### config.mk
export PLATFORM = sky130hd
export DESIGN_NAME = watchdog_timer_24bit
export DESIGN_NICKNAME = d
export VERILOG_FILES = /design/src/logic/wdt_pkg.sv /design/src/logic/watchdog_timer_24bit.sv
export SDC_FILE = /design/constraint.sdc
export NUM_CORES = 1
export LEC_CHECK = 0
export ABC_AREA = 1
export BUFFER_PORTS_ARGS = -buffer_cell sky130_fd_sc_hd__buf_2
export CAP_MARGIN = 20
export CORE_AREA = 2 2 91 93
export DETAILED_ROUTE_END_ITERATION = 12
export DIE_AREA = 0 0 93 95
export GPL_ROUTABILITY_DRIVEN = 0
export MAX_ROUTING_LAYER = met4
export PLACE_DENSITY = 0.85
export SYNTH_ARGS = -nofsm -noshare
export SYNTH_HDL_FRONTEND = slang
export SYNTH_SLANG_ARGS = --single-unit
### constraint.sdc
create_clock -name ref_clk_i -period 5 [get_ports ref_clk_i]
set_input_delay 0.75 -clock ref_clk_i [delete_from_list [all_inputs] [get_ports ref_clk_i]]
set_output_delay 0.75 -clock ref_clk_i [all_outputs]
set_load 0.05 [all_outputs]
### src/logic/wdt_pkg.sv
// constants, types and state layout for the 24-bit watchdog
package wdt_pkg;

  localparam int ADDR_W = 14;
  localparam int CNT_W = 24;

  // offsets are register indices; the byte address is index times four
  localparam logic [11:0] IDX_CTRL = 12'hFF0;
  localparam logic [11:0] IDX_UPPER = 12'hFF1;
  localparam logic [11:0] IDX_HIGH = 12'hFF2;
  localparam logic [11:0] IDX_LOW = 12'hFF3;

  localparam logic [7:0] UNLOCK_FIRST = 8'h55;
  localparam logic [7:0] UNLOCK_SECOND = 8'hAA;

  localparam logic [7:0] UPPER_RST = 8'h00;
  localparam logic [7:0] HIGH_RST = 8'h04;
  localparam logic [7:0] LOW_RST = 8'h00;

  localparam logic [23:0] CNT_AFTER_IRQ = 24'h0FFFFF;
  localparam logic [23:0] REFRESH_FLOOR = 24'h000002;
  localparam logic [23:0] CNT_ZERO = 24'h000000;
  localparam logic [23:0] CNT_STEP = 24'h000001;

  localparam int STAT_WDT_BIT = 5;
  localparam int STAT_STOP_BIT = 4;

  // response select level meaning system reset; the other level is interrupt
  localparam logic RESP_RESET = 1'b0;

  typedef enum logic [2:0] {
    LOCKED,
    GOT_FIRST,
    WANT_UPPER,
    WANT_HIGH,
    WANT_LOW
  } lock_e;

  typedef enum logic [2:0] {
    SEL_CTRL,
    SEL_UPPER,
    SEL_HIGH,
    SEL_LOW,
    SEL_NONE
  } sel_e;

  typedef struct packed {
    logic psel;
    logic penable;
    logic pwrite;
    logic [ADDR_W-1:0] paddr;
    logic [31:0] pwdata;
  } apb_req_s;

  typedef struct packed {
    logic [31:0] prdata;
    logic pready;
    logic pslverr;
  } apb_rsp_s;

  typedef struct packed {
    logic [1:0] osc_sync;
    logic osc_prev;
    logic started;
    logic resp_sel;
    logic on;
    logic [CNT_W-1:0] count;
    logic [7:0] rel_u;
    logic [7:0] rel_h;
    logic [7:0] rel_l;
    lock_e lock;
    logic flag_wdt;
    logic flag_stop;
    apb_rsp_s rsp;
    logic irq;
    logic sys_reset;
    logic stop_rec;
  } wdt_state_s;

  localparam wdt_state_s ST_RST = '{
    osc_sync: 2'b00,
    osc_prev: 1'b0,
    started: 1'b0,
    resp_sel: RESP_RESET,
    on: 1'b0,
    count: CNT_ZERO,
    rel_u: UPPER_RST,
    rel_h: HIGH_RST,
    rel_l: LOW_RST,
    lock: LOCKED,
    flag_wdt: 1'b0,
    flag_stop: 1'b0,
    rsp: '{prdata: 32'h0000_0000, pready: 1'b0, pslverr: 1'b0},
    irq: 1'b0,
    sys_reset: 1'b0,
    stop_rec: 1'b0
  };

endpackage : wdt_pkg

### src/logic/watchdog_timer_24bit.sv
// 24-bit watchdog: rc tick counter, unlock sequencer, apb registers
//
// Behaviour
// - 24-bit down-counter reloaded from three 8-bit software registers.
// - reload value is upper, high, low bytes, upper most significant.
// - counter decrements once per rc oscillator period, nominally 10 kHz.
// - only off and on; once on it counts and software cannot stop it.
// - turns on at first refresh, or at reset when always-on option set.
// - counter loads the current reload value when first enabled.
// - each refresh reloads the counter, then counting resumes.
// - refresh ignored once counter is at 000002H or lower.
// - time-out at count 000000H gives an interrupt or a system reset.
// - response-select option bit picks interrupt or reset response.
// - interrupt response outside stop: interrupt request and status bit.
// - after interrupt time-out counter goes to FFFFFH and keeps counting.
// - reading reset status clears the time-out flag.
// - interrupt response in stop: recovery, interrupt, status and stop bits.
// - reset response outside stop: system reset and status bit.
// - reset response in stop: recovery instead of reset, both bits set.
// - reload bytes writable only after 55H, AAH then upper, high, low.
// - any other write mid-sequence relocks until restarted.
// - unlock writes store nothing; they only advance the sequencer.
// - reads of reload addresses return the current count.
// - control address writes go to unlock logic, reads give status.
`timescale 1ns/1ps

module watchdog_timer_24bit
  import wdt_pkg::*;
(
  input wire logic ref_clk_i,
  input wire logic resetn_i,
  input wire logic clk_en_i,
  input wire logic rc_osc_i,
  input wire logic refresh_instr_i,
  input wire logic always_on_option_i,
  input wire logic timeout_response_select_i,
  input wire logic stop_mode_i,
  input wire apb_req_s apb_i,
  output apb_rsp_s apb_o,
  output logic irq_o,
  output logic sys_reset_o,
  output logic stop_recovery_o,
  output logic wdt_on_o
);

  logic [1:0] rst_sync;
  logic rst_n;
  wdt_state_s st;
  wdt_state_s next_st;
  logic osc_tick;
  logic [CNT_W-1:0] reload;
  logic acc;
  logic xfer;
  logic refresh_ok;
  logic timeout;
  sel_e sel;
  logic [7:0] wbyte;

  function automatic sel_e decode(input logic [ADDR_W-1:0] a);
    if (a[1:0] != 2'b00) begin
      return SEL_NONE;
    end else if (a[ADDR_W-1:2] == IDX_CTRL) begin
      return SEL_CTRL;
    end else if (a[ADDR_W-1:2] == IDX_UPPER) begin
      return SEL_UPPER;
    end else if (a[ADDR_W-1:2] == IDX_HIGH) begin
      return SEL_HIGH;
    end else if (a[ADDR_W-1:2] == IDX_LOW) begin
      return SEL_LOW;
    end else begin
      return SEL_NONE;
    end
  endfunction : decode

  // reset release through two flops; assertion stays asynchronous
  always_ff @(posedge ref_clk_i or negedge resetn_i) begin
    if (!resetn_i) begin
      rst_sync <= 2'b00;
    end else begin
      rst_sync <= {rst_sync[0], 1'b1};
    end
  end
  assign rst_n = rst_sync[1];

  assign reload = {st.rel_u, st.rel_h, st.rel_l};
  // the oscillator is far slower than ref_clk, so an edge detect suffices
  assign osc_tick = st.osc_sync[1] & ~st.osc_prev;
  assign acc = apb_i.psel & apb_i.penable;
  assign xfer = acc & st.rsp.pready;
  assign sel = decode(apb_i.paddr);
  assign wbyte = apb_i.pwdata[7:0];
  assign refresh_ok = st.started & st.on & refresh_instr_i &
                      (st.count > REFRESH_FLOOR);
  assign timeout = st.started & st.on & ~refresh_ok & osc_tick &
                   (st.count == CNT_ZERO);

  always_comb begin
    next_st = st;
    // first flop feeds only the second
    next_st.osc_sync = {st.osc_sync[0], rc_osc_i};
    next_st.osc_prev = st.osc_sync[1];
    next_st.irq = 1'b0;
    next_st.sys_reset = 1'b0;
    next_st.stop_rec = 1'b0;
    next_st.rsp.pready = acc & ~st.rsp.pready;

    if (!st.started) begin
      // option bits are caught once, the cycle after reset release
      next_st.started = 1'b1;
      next_st.resp_sel = timeout_response_select_i;
      if (always_on_option_i) begin
        next_st.on = 1'b1;
        next_st.count = reload;
      end
    end else if (refresh_instr_i && !st.on) begin
      next_st.on = 1'b1;
      next_st.count = reload;
    end else if (refresh_ok) begin
      next_st.count = reload;
    end else if (st.on && osc_tick) begin
      if (st.count == CNT_ZERO) begin
        if (st.resp_sel == RESP_RESET) begin
          next_st.count = reload;
        end else begin
          next_st.count = CNT_AFTER_IRQ;
        end
      end else begin
        next_st.count = st.count - CNT_STEP;
      end
    end

    // bus read data is prepared the cycle before pready
    if (acc && !st.rsp.pready) begin
      next_st.rsp.pslverr = 1'b0;
      next_st.rsp.prdata = 32'h0000_0000;
      if (sel == SEL_CTRL) begin
        next_st.rsp.prdata[STAT_WDT_BIT] = st.flag_wdt;
        next_st.rsp.prdata[STAT_STOP_BIT] = st.flag_stop;
      end else if (sel == SEL_UPPER) begin
        next_st.rsp.prdata[7:0] = st.count[23:16];
      end else if (sel == SEL_HIGH) begin
        next_st.rsp.prdata[7:0] = st.count[15:8];
      end else if (sel == SEL_LOW) begin
        next_st.rsp.prdata[7:0] = st.count[7:0];
      end else begin
        next_st.rsp.pslverr = 1'b1;
      end
    end

    if (xfer && !apb_i.pwrite && sel == SEL_CTRL) begin
      next_st.flag_wdt = 1'b0;
      next_st.flag_stop = 1'b0;
    end

    if (xfer && apb_i.pwrite) begin
      case (sel)
        SEL_CTRL: begin
          // unlock codes are never stored anywhere
          if (st.lock == GOT_FIRST && wbyte == UNLOCK_SECOND) begin
            next_st.lock = WANT_UPPER;
          end else if (wbyte == UNLOCK_FIRST) begin
            next_st.lock = GOT_FIRST;
          end else begin
            next_st.lock = LOCKED;
          end
        end
        SEL_UPPER: begin
          if (st.lock == WANT_UPPER) begin
            next_st.rel_u = wbyte;
            next_st.lock = WANT_HIGH;
          end else begin
            next_st.lock = LOCKED;
          end
        end
        SEL_HIGH: begin
          if (st.lock == WANT_HIGH) begin
            next_st.rel_h = wbyte;
            next_st.lock = WANT_LOW;
          end else begin
            next_st.lock = LOCKED;
          end
        end
        SEL_LOW: begin
          if (st.lock == WANT_LOW) begin
            next_st.rel_l = wbyte;
          end
          next_st.lock = LOCKED;
        end
        default: begin
          next_st.lock = LOCKED;
        end
      endcase
    end

    // time-out flags set after the read clear, so a set wins
    if (timeout) begin
      next_st.flag_wdt = 1'b1;
      if (stop_mode_i) begin
        next_st.stop_rec = 1'b1;
        next_st.flag_stop = 1'b1;
        next_st.irq = (st.resp_sel != RESP_RESET);
      end else if (st.resp_sel == RESP_RESET) begin
        next_st.sys_reset = 1'b1;
      end else begin
        next_st.irq = 1'b1;
      end
    end
  end

  always_ff @(posedge ref_clk_i or negedge rst_n) begin
    if (!rst_n) begin
      st <= ST_RST;
    end else if (clk_en_i) begin
      st <= next_st;
    end
  end

  assign apb_o = st.rsp;
  assign irq_o = st.irq;
  assign sys_reset_o = st.sys_reset;
  assign stop_recovery_o = st.stop_rec;
  assign wdt_on_o = st.on;
endmodule : watchdog_timer_24bit

==> results of run 1 <==
[area by class of cell]
| class | instances | area [um^2] |
|---|---|---|
| multi-input cells | 472 | 2200 |
| clock inverters | 6 | 71.3 |
| clock buffers | 10 | 138 |
| flip-flops and latches | 74 | 1850 |
| well taps | 105 | 131 |
| inverters | 76 | 285 |
| repair buffers | 48 | 245 |
| fillers | 699 | 3010 |
[synthesized netlist by cell type, drive strengths merged (3+ instances only)]
cell type | instances | area [um^2]
nor3 | 6 | 52.6
o211ai | 4 | 30.0
o21ai | 39 | 195
nand3 | 62 | 330
nor2 | 59 | 262
inv | 74 | 278
nand2 | 229 | 880
buf | 46 | 343
nand4 | 11 | 81.3
a21oi | 11 | 55.1
nor4 | 4 | 25.0
xnor2 | 3 | 26.3
dfrtp | 73 | 1830
nand3b | 8 | 60.1
xor2 | 4 | 35.0
[per-stage QoR]
step / power, mW / utilization / instance area [um^2] / std cells / hold slack [ns]
after floorplan: 1.10 / - / 4680 / 670 / 0.331
after global placement: 1.16 / 0.594 / 4710 / 775 / 0.337
after detailed placement: 1.18 / 0.594 / 4710 / 775 / 0.344
after CTS: 1.67 / 0.621 / 4920 / 791 / 0.149
after global routing: 1.77 / 0.621 / 4920 / 791 / 0.158
final: 1.67 / 0.621 / 4920 / 791 / 0.159
[layout by cell type, fill, tap and decap left out]
cell and count:
nand4_1 9, dfrtp_1 72, inv_1 69, xnor2_1 3, nand3_1 58, nor3_1 4
inv_6 3, nor2_4 2, or2_2 2, dfstp_2 1, bufinv_16 1, conb_1 25
nand4_2 2, clkinvlp_4 2, nand3b_1 8, buf_4 2, o21ai_1 10, dfrtp_2 1
xor2_1 4, o21ai_0 29, ha_1 2, a21oi_1 11, nand2_4 1, o21bai_4 1
buf_2 46, nand2_2 5, nor2_1 47, nand3_2 4, inv_2 5, nand2_1 223
nor2_2 10, clkbuf_8 10, nor3_4 2, nor4_1 4, a31oi_1 1, o21bai_1 1
clkinv_1 2, o211ai_1 4
[routing by layer]
layer | vias up | track usage | wire length (um)
met4 | 0 | 0.114 | 345
met3 | 41 | 0.0343 | 858
li1 | 2049 | - | -
met5 | - | - | 0
met1 | 1891 | 0.339 | 4650
met2 | 218 | 0.417 | 4780
[worst min path at each step]
stage | endpoint | slack [ns] | cells after the start
2_1_floorplan | rst_sync[1] | 0.33 | 0
3_3_place_gp | rst_sync[1] | 0.34 | 0
3_5_place_dp | rst_sync[1] | 0.34 | 0
4_1_cts | rst_sync[1] | 0.15 | 1
5_1_grt | rst_sync[0] | 0.16 | 1
6_report | rst_sync[1] | 0.16 | 1
[sequential cells by signal, indices dropped and copies added, names as in the netlist]
name,count
reload,24
apb_o,10
wdt_on_o,1
rst_sync,2
next_st,2
stop_recovery_o,1
st,32
sys_reset_o,1
irq_o,1
[critical path, cell delays in order, from the launching register on]
cell and delay [ns]:
dfrtp_1 0.45, inv_1 0.13, ha_1 0.15, inv_1 0.04, nand2_1 0.05, nand2_1 0.06, nor2_2 0.12, nand3_2 0.14
o21bai_4 0.57, nand2_4 0.27, nand2_1 0.16, nand2_1 0.06, nand2_1 0.05, nand2_1 0.05
[report_power, final]
| part | switching [mW] | total (mW) | internal [mW] |
|---|---|---|---|
| Sequential | 0.0775 | 0.730 | 0.653 |
| Clock | 0.243 | 0.492 | 0.249 |
| Combinational | 0.317 | 0.450 | 0.133 |
[logic make-up after synthesis]
| kind of cell | after synthesis | synth area share |
|---|---|---|
| buffers and inverters | 124 | 0.138 |
| other | 2 | 0.00163 |
| and+or+nand+nor | 381 | 0.370 |
| xor gates and xnor gates | 7 | 0.0133 |
| adders and majority gates | 2 | 0.00544 |
| DFF | 74 | 0.403 |
| AOI/OAI and AO/OA | 57 | 0.0680 |
==> impl_metrics.py, run 1 <==
metrics = {
    "run_status": {
        "status": "finished clean",
    },
    "cts": {
        "cts_tree": "yes",
        "hold_buffers": 0,
        "htree_levels": 3,
        "cts_buffers": 9,
        "postCtsSetupBuffers": 0,
        "cts_root_buffer": "clkbuf_8",
        "cts_buffer_depth": 2,
        "cts_sinks": 74,
        "insertion_delay_ns": 0.36,
        "clkTransAtPathRegs_ns": 0.08,
        "post_cts_resized": 0,
    },
    "timing": {
        "period_minus_slack_ns": 2.42,
        "clock-skew-final_ns": 0.0109,
        "post-route-period-util": 0.484,
        "rsz0062_at_grt": "no",
        "drv_slew": 0,
        "worst_slack_ns": 2.58,
        "setup_violations": 0,
        "tightest_slew_ns": 0.890,
        "max_freq_ghz": 0.414,
        "slew_headroom": 0.406,
        "finalHoldViolations": 0,
        "fin_tns_setup_ns": 0,
    },
    "routing": {
        "num_vias": 4199,
        "wl_um": 10600,
        "drtIter0Drc": 493,
        "drtAntennaViolNets": 0,
        "drt-vias-per-instance": 5.31,
        "route.detailed.drc": 0,
        "routedWlPerCell_um": 13.4,
        "drt-pass1-iter-count": 6,
    },
    "synth": {
        "ys_async_sr_fraction": 1.00,
        "synth_cell_types": 35,
        "yosysWarnings": 0,
        "syn-mean-instance-area_um2": 7.11,
        "synthCells": 647,
        "synth_area_um2": 4600,
        "ys_seq_area_frac": 0.403,
        "ys_ff_latch": 74,
        "synthFlopType": "dfrtp_1",
        "synth_edf_count": 0,
    },
    "global_routing": {
        "grt_overflow": 0,
        "grt_pass1_vias": 3842,
        "track_usage": 0.262,
        "grt_max_degree": 73,
        "antenna_found_initial": 0,
        "grt_pass1_wl_um": 17700,
    },
    "placement": {
        "dp_hpwl_um": 7690,
        "pre_cts_slack_ns": 2.63,
        "port_buffers": 46,
    },
    "worst_setup_path": {
        "cp-end-kind": "flip-flop",
        "reg2reg_slack_ns": 2.58,
        "r2r-end": "st[86]",
        "startpoint_type": "flip-flop",
        "critPathMaxFanout": 27,
        "setup.worst_path.start": "st[66]",
        "arrival_ns": 2.67,
        "r2r_cells": 13,
        "crit_required_ns": 5.25,
        "worst_setup_path_endpoint": "st[86]",
        "r2r_start": "st[66]",
        "worst-setup-path-type": "flip-flop to flip-flop",
    },
    "floorplan": {
        "initial_core_util": 0.580,
        "dieWidth_um": 93,
        "row_count": 33,
        "die-area_um2": 8840,
        "die_y_um": 95,
        "io_pins": 95,
        "core_area_um2": 7930,
    },
    "power": {
        "vdd_drop_max_uv": 157,
        "power.density_nw_per_um2": 340,
        "p_leak_nw": 2.59,
    },
    "cells_and_area": {
        "final_nets": 740,
        "drive_gt1_frac": 0.146,
        "synthToLayoutAreaGrowth_pct": 7.02,
        "antenna_cells": 0,
    },
    "min_path": {
        "hp-class": "input port to async pin",
    },
    "flow_run": {
        "drv_cap": 0,
    },
}
No activity file was read; power rests on OpenSTA's default activity.
==> inputs of run 2 (changes only) <==
--- a/config.mk
+++ b/config.mk
@@ -8,12 +8,12 @@
 export ABC_AREA = 1
 export BUFFER_PORTS_ARGS = -buffer_cell sky130_fd_sc_hd__buf_2
 export CAP_MARGIN = 20
-export CORE_AREA = 2 2 91 93
+export CORE_AREA = 2 2 94 96
 export DETAILED_ROUTE_END_ITERATION = 12
-export DIE_AREA = 0 0 93 95
+export DIE_AREA = 0 0 96 98
 export GPL_ROUTABILITY_DRIVEN = 0
 export MAX_ROUTING_LAYER = met4
-export PLACE_DENSITY = 0.85
+export PLACE_DENSITY = 0.8
 export SYNTH_ARGS = -nofsm -noshare
 export SYNTH_HDL_FRONTEND = slang
 export SYNTH_SLANG_ARGS = --single-unit
==> constraint.sdc (replaced) <==
create_clock -name ref_clk_i -period 2.5 [get_ports ref_clk_i]
set_input_delay 0.375 -clock ref_clk_i [delete_from_list [all_inputs] [get_ports ref_clk_i]]
set_output_delay 0.375 -clock ref_clk_i [all_outputs]
set_load 0.05 [all_outputs]
==> run 2 against run 1 <==
- clock skew decreased by 0.00086 ns
- combinational power grew 98%
- via count up 0.29%
- first-iteration DRC count is 15% lower
- sequential power rose by 100%
- die area grew 6.5%
- total power increased by 100%
- hold slack improved by 0.064 ns
- final cell count grew 0.88%
- critical path depth down 1
- flip-flop and latch count unchanged
- clock power rose by 120%
==> impl_metrics.py, run 2 (synthesized netlist as in run 1, its figures left out) <==
metrics = {
    "power": {
        "seq_power_share": 0.429,
        "p_clk_frac": 0.311,
        "p_int_mw": 2.15,
        "p_comb_frac": 0.260,
        "power.density_nw_per_um2": 688,
        "power.switching_mw": 1.28,
        "p_sw_frac": 0.373,
        "vdd_drop_max_uv": 330,
        "p_leak_nw": 2.62,
    },
    "worst_setup_path": {
        "r2r_start": "st[66]",
        "slowest_stage": "dfrtp_1",
        "reg2reg_slack_ns": 0.40,
        "critPathMaxFanout": 21,
        "worst-setup-path-type": "flip-flop to flip-flop",
        "r2r_cells": 12,
        "arrival_ns": 2.41,
        "cp-end-kind": "flip-flop",
        "r2r-end": "st[86]",
        "setup.worst_path.start": "st[66]",
        "crit_path_frequent_cell": "nand2_1",
        "crit_required_ns": 2.81,
        "worst_setup_path_endpoint": "st[86]",
        "startpoint_type": "flip-flop",
        "slowest_delay_ns": 0.45,
        "cp_cell_sequence": "inv_1, ha_1, nand2_2, nor2_4, nand3_2, nor2_2, inv_2, nand2_4, nand2_1, nand2_1, nand2_1, nand2_1",
    },
    "global_routing": {
        "grt_pass1_wl_um": 18300,
        "antenna_found_initial": 0,
        "grt_max_degree": 46,
        "track_usage": 0.257,
        "grt_pass1_vias": 3979,
        "grt_overflow": 0,
    },
    "routing": {
        "drtAntennaViolNets": 0,
        "drt-pass1-iter-count": 5,
        "num_vias": 4211,
        "drtIter0Drc": 418,
        "wl_um": 10800,
        "drt-vias-per-instance": 5.28,
        "route.detailed.drc": 0,
        "routedWlPerCell_um": 13.5,
    },
    "cells_and_area": {
        "final_cell_mix": "nand2_1, dfrtp_1, inv_1, nand3_1, nor2_1",
        "fillers": 779,
        "mostFrequentLayoutCell": "nand2_1",
        "largest_reg_flops": 32,
        "synthToLayoutAreaGrowth_pct": 8.38,
        "drive_gt1_frac": 0.149,
        "final_cell_area_um2": 4980,
        "antenna_cells": 0,
        "regMostFlops": "st",
        "final_nets": 744,
    },
    "floorplan": {
        "row_count": 34,
        "dieWidth_um": 96,
        "die_y_um": 98,
        "io_pins": 95,
        "core_area_um2": 8470,
        "initial_core_util": 0.543,
        "die-area_um2": 9410,
    },
    "cts": {
        "cts_buffer_depth": 2,
        "htree_levels": 3,
        "insertion_delay_ns": 0.37,
        "cts_tree": "yes",
        "cts_buffers": 9,
        "cts_root_buffer": "clkbuf_8",
        "clkTransAtPathRegs_ns": 0.09,
        "cts_sinks": 74,
    },
    "flow_run": {
        "drv_cap": 0,
    },
    "timing": {
        "tightest_slew_ns": 0.612,
        "slew_headroom": 0.592,
        "period_minus_slack_ns": 2.10,
        "clock-skew-final_ns": 0.0101,
        "max_freq_ghz": 0.476,
        "fin_tns_setup_ns": 0,
        "drv_slew": 0,
        "setup_violations": 0,
        "finalHoldViolations": 0,
        "post-route-period-util": 0.840,
        "rsz0062_at_grt": "no",
    },
    "placement": {
        "port_buffers": 46,
        "placed_cell_area_um2": 4750,
        "dp_hpwl_um": 7940,
    },
    "min_path": {
        "hp-class": "input port to flip-flop",
        "worstHoldPathCells": 3,
        "holdCritStartpoint": "rc_osc_i",
    },
    "run_status": {
        "status": "finished clean",
    },
}
-- run 2: cell count changes in the layout (fill, tap and decap cells not counted) --
| cell | delta |
|---|---|
| buf_12 | +1 |
| buf_4 | +2 |
| bufinv_16 | +1 |
| clkbuf_8 | -1 |
| clkinv_2 | +1 |
| clkinvlp_4 | -1 |
| dlygate4sd3_1 | +1 |
-- run 2: power by group through the flow --
stage | sequential, mW | clock, mW | combinational (mW)
detailed placement | 1.48 | 0 | 0.870
floorplan | 1.45 | 0 | 0.748
CTS | 1.46 | 1.07 | 0.879
global placement | 1.48 | 0 | 0.844
global route | 1.49 | 1.14 | 1.01
finish | 1.47 | 1.07 | 0.890
-- run 2: metrics by stage --
| step | setup slack [ns] | hold slack, ns | util | total power, mW | std cells |
|---|---|---|---|---|---|
| 3_5_place_dp | 0.423 | 0.162 | 0.561 | 2.35 | 781 |
| 6_report | 0.400 | 0.223 | 0.589 | 3.43 | 798 |
| 2_1_floorplan | 0.288 | 0.0794 | - | 2.19 | 670 |
| 4_1_cts | 0.429 | 0.222 | 0.589 | 3.42 | 798 |
| 3_3_place_gp | 0.467 | 0.161 | 0.561 | 2.32 | 781 |
| 5_1_grt | 0.227 | 0.231 | 0.589 | 3.63 | 798 |
-- run 2: worst max-delay path, delay by kind of cell, from the launching register on --
family | cells | cell delay (ns)
buffers and inverters | 2 | 0.20
AND/OR/NAND/NOR | 9 | 1.18
flip-flops | 1 | 0.45
adder cells (fa/ha/maj) | 1 | 0.21
-- run 2: how the worst min path moves through the flow --
stage	endpoint	slack [ns]
CTS	next_st[95]	0.22
finish	next_st[95]	0.22
global route	next_st[95]	0.23
global placement	rst_sync[0]	0.16
floorplan	rst_sync[0]	0.08
detailed placement	rst_sync[0]	0.16
-- run 2: metal layers --
layer / global-route usage / up-vias / wire (um)
li1: - / 2060 / -
met1: 0.332 / 1907 / 4640
met5: - / - / 0
met2: 0.384 / 221 / 4900
met3: 0.0718 / 23 / 995
met4: 0.0978 / 0 / 265
-- run 2: cell type report --
cell class	count	area, um^2	share of cell area
clock buffers	9	124	0.0249
repair buffers	52	290	0.0582
inverters	76	285	0.0572
flip-flops and latches	74	1850	0.372
clock inverters	7	98.8	0.0198
multi-input cells	472	2200	0.441
well taps	108	135	0.0271
-- run 2: timing repair --
| action | CTS | global route |
|---|---|---|
| hold endpoints to repair | 2 | 0 |
| hold buffers | 1 | 0 |
| buffers inserted | 0 | 0 |
| gates resized for setup | 0 | 0 |
==> inputs of run 3 (changes only) <==
--- a/config.mk
+++ b/config.mk
@@ -8,12 +8,12 @@
 export ABC_AREA = 1
 export BUFFER_PORTS_ARGS = -buffer_cell sky130_fd_sc_hd__buf_2
 export CAP_MARGIN = 20
-export CORE_AREA = 2 2 94 96
+export CORE_AREA = 2 2 99 101
 export DETAILED_ROUTE_END_ITERATION = 12
-export DIE_AREA = 0 0 96 98
+export DIE_AREA = 0 0 101 103
 export GPL_ROUTABILITY_DRIVEN = 0
 export MAX_ROUTING_LAYER = met4
-export PLACE_DENSITY = 0.8
+export PLACE_DENSITY = 0.76
 export SYNTH_ARGS = -nofsm -noshare
 export SYNTH_HDL_FRONTEND = slang
 export SYNTH_SLANG_ARGS = --single-unit
==> constraint.sdc (replaced) <==
create_clock -name ref_clk_i -period 1.88 [get_ports ref_clk_i]
set_input_delay 0.282 -clock ref_clk_i [delete_from_list [all_inputs] [get_ports ref_clk_i]]
set_output_delay 0.282 -clock ref_clk_i [all_outputs]
set_load 0.05 [all_outputs]
==> run 3 against run 2 <==
- total power grew 42%
- clock power grew 31%
- flip-flop and latch count is the same
==> impl_metrics.py, run 3 (synthesized netlist as in run 1, its figures left out) <==
metrics = {
    "run_status": {
        "status": "finished clean",
    },
    "worst_setup_path": {
        "reg2reg_slack_ns": 0.03,
        "crit_family": "simple AND/OR/NAND/NOR gates",
        "arrival_ns": 2.10,
        "critPathMaxFanout": 8,
        "slowest_delay_ns": 0.39,
        "crit_required_ns": 2.12,
        "slowest_stage": "dfrtp_1",
        "path_depth": 13,
        "cp_cell_sequence": "inv_2, ha_4, inv_2, nand2_2, nand2_2, nor2_4, nand3_4, o21bai_4, buf_12, buf_12, nand3b_1, nand3_1, nand2_1",
        "r2r_cells": 13,
        "startpoint_type": "flip-flop",
        "path_buf_inv": 4,
        "cp-end-kind": "flip-flop",
        "worst-setup-path-type": "flip-flop to flip-flop",
    },
    "routing": {
        "drtIter0Drc": 505,
        "drt-pass1-iter-count": 6,
        "wl_um": 11700,
        "drtAntennaViolNets": 0,
        "num_vias": 4436,
        "routedWlPerCell_um": 13.8,
        "route.detailed.drc": 0,
        "drt-vias-per-instance": 5.24,
    },
    "placement": {
        "placed_cell_area_um2": 5060,
        "dp_hpwl_um": 8440,
        "port_buffers": 46,
    },
    "cts": {
        "clkTransAtPathRegs_ns": 0.08,
        "cts_buffers": 9,
        "insertion_delay_ns": 0.35,
        "cts_tree": "yes",
        "cts_root_buffer": "clkbuf_8",
        "cts_buffer_depth": 2,
        "cts_sinks": 74,
        "htree_levels": 3,
    },
    "timing": {
        "clock-skew-final_ns": 0.0106,
        "tightest_slew_ns": 0.585,
        "period_minus_slack_ns": 1.85,
        "setup_violations": 0,
        "rsz0062_at_grt": "yes",
        "drv_slew": 0,
        "slew_headroom": 0.610,
        "finalHoldViolations": 0,
        "fin_tns_setup_ns": 0,
        "max_freq_ghz": 0.540,
        "post-route-period-util": 0.985,
    },
    "floorplan": {
        "die_y_um": 103,
        "core_area_um2": 9460,
        "die-area_um2": 10400,
        "initial_core_util": 0.486,
        "dieWidth_um": 101,
        "row_count": 36,
        "io_pins": 95,
    },
    "min_path": {
        "worstHoldPathCells": 3,
        "hp-class": "input port to flip-flop",
    },
    "global_routing": {
        "grt_overflow": 0,
        "track_usage": 0.233,
        "grt_pass1_wl_um": 18500,
        "grt_max_degree": 27,
        "antenna_found_initial": 0,
        "grt_pass1_vias": 3937,
    },
    "cells_and_area": {
        "regMostFlops": "st",
        "final_nets": 786,
        "final_cell_area_um2": 5440,
        "mostFrequentLayoutCell": "nand2_1",
        "final_cell_mix": "nand2_1, dfrtp_1, inv_1, nand3_1",
        "antenna_cells": 0,
        "drive_gt1_frac": 0.209,
        "largest_reg_flops": 32,
        "synthToLayoutAreaGrowth_pct": 18.4,
    },
    "power": {
        "power.density_nw_per_um2": 895,
        "finalPower_mw": 4.87,
        "p_leak_nw": 2.86,
        "vdd_drop_max_uv": 390,
    },
    "flow_run": {
        "drv_cap": 0,
    },
}
run 3: cell count changes in the layout (fill, tap and decap cells not counted), sizes merged:
cell      change
nand2         +1
buf          +40
clkbuf        +4
inv           -2
clkinvlp      -1
run 3: metrics by stage:
stage	cells	util	hold WS, ns	worst slack (ns)
floorplan	670	-	-0.0136	0.185
global placement	824	0.535	0.0669	0.0592
detailed placement	824	0.535	0.0697	0.0180
CTS	842	0.562	0.148	0.0117
global route	846	0.576	0.163	-0.115
finish	846	0.576	0.155	0.0288
run 3: worst paths after layout:
path                                   from     endpoint
min in group asynchronous          resetn_i  rst_sync[1]
worst min-delay path               rc_osc_i  next_st[95]
worst max-delay path                 st[66]       st[69]
worst max register to register       st[66]       st[69]
worst min register to register  rst_sync[1]       st[89]
max in group asynchronous       rst_sync[1]   reload[10]
run 3: worst reg2reg max path: stages, from the launching register on:
cell and delay [ns]:
dfrtp_1 0.39, inv_2 0.10, ha_4 0.13, inv_2 0.03, nand2_2 0.06, nand2_2 0.07, nor2_4 0.13, nand3_4 0.12
o21bai_4 0.18, buf_12 0.16, buf_12 0.13, nand3b_1 0.09, nand3_1 0.10, nand2_1 0.05
run 3: where the power goes:
group | total [mW] | leakage [nW] | internal [mW] | switching, mW
Clock | 1.40 | 0.111 | 0.788 | 0.611
Combinational | 1.60 | 1.78 | 0.583 | 1.02
Sequential | 1.87 | 0.964 | 1.74 | 0.135
run 3: timing repair:
item / CTS / global route
gates cloned: 0 / 2
gates resized for setup: 2 / 19
endpoints found under the hold margin: 2 / 0
pin swaps: 1 / 15
setup endpoints to repair: 4 / 26
hold buffers: 1 / 0
setup buffers: 1 / 2
run 3: cell type report:
type	instances	area, um^2
fill	839	4020
tap	114	143
clock buffer	12	145
sequential	74	1860
inverter	76	288
clock inverter	4	73.8
multi-input combinational	473	2280
timing repair buffer	93	657
run 3: layer usage:
layer | vias up | wire length (um) | GRT usage
met3 | 33 | 922 | 0.0400
li1 | 2147 | - | -
met2 | 231 | 5480 | 0.374
met5 | - | 0 | -
met4 | 0 | 266 | 0.0624
met1 | 2025 | 5050 | 0.306
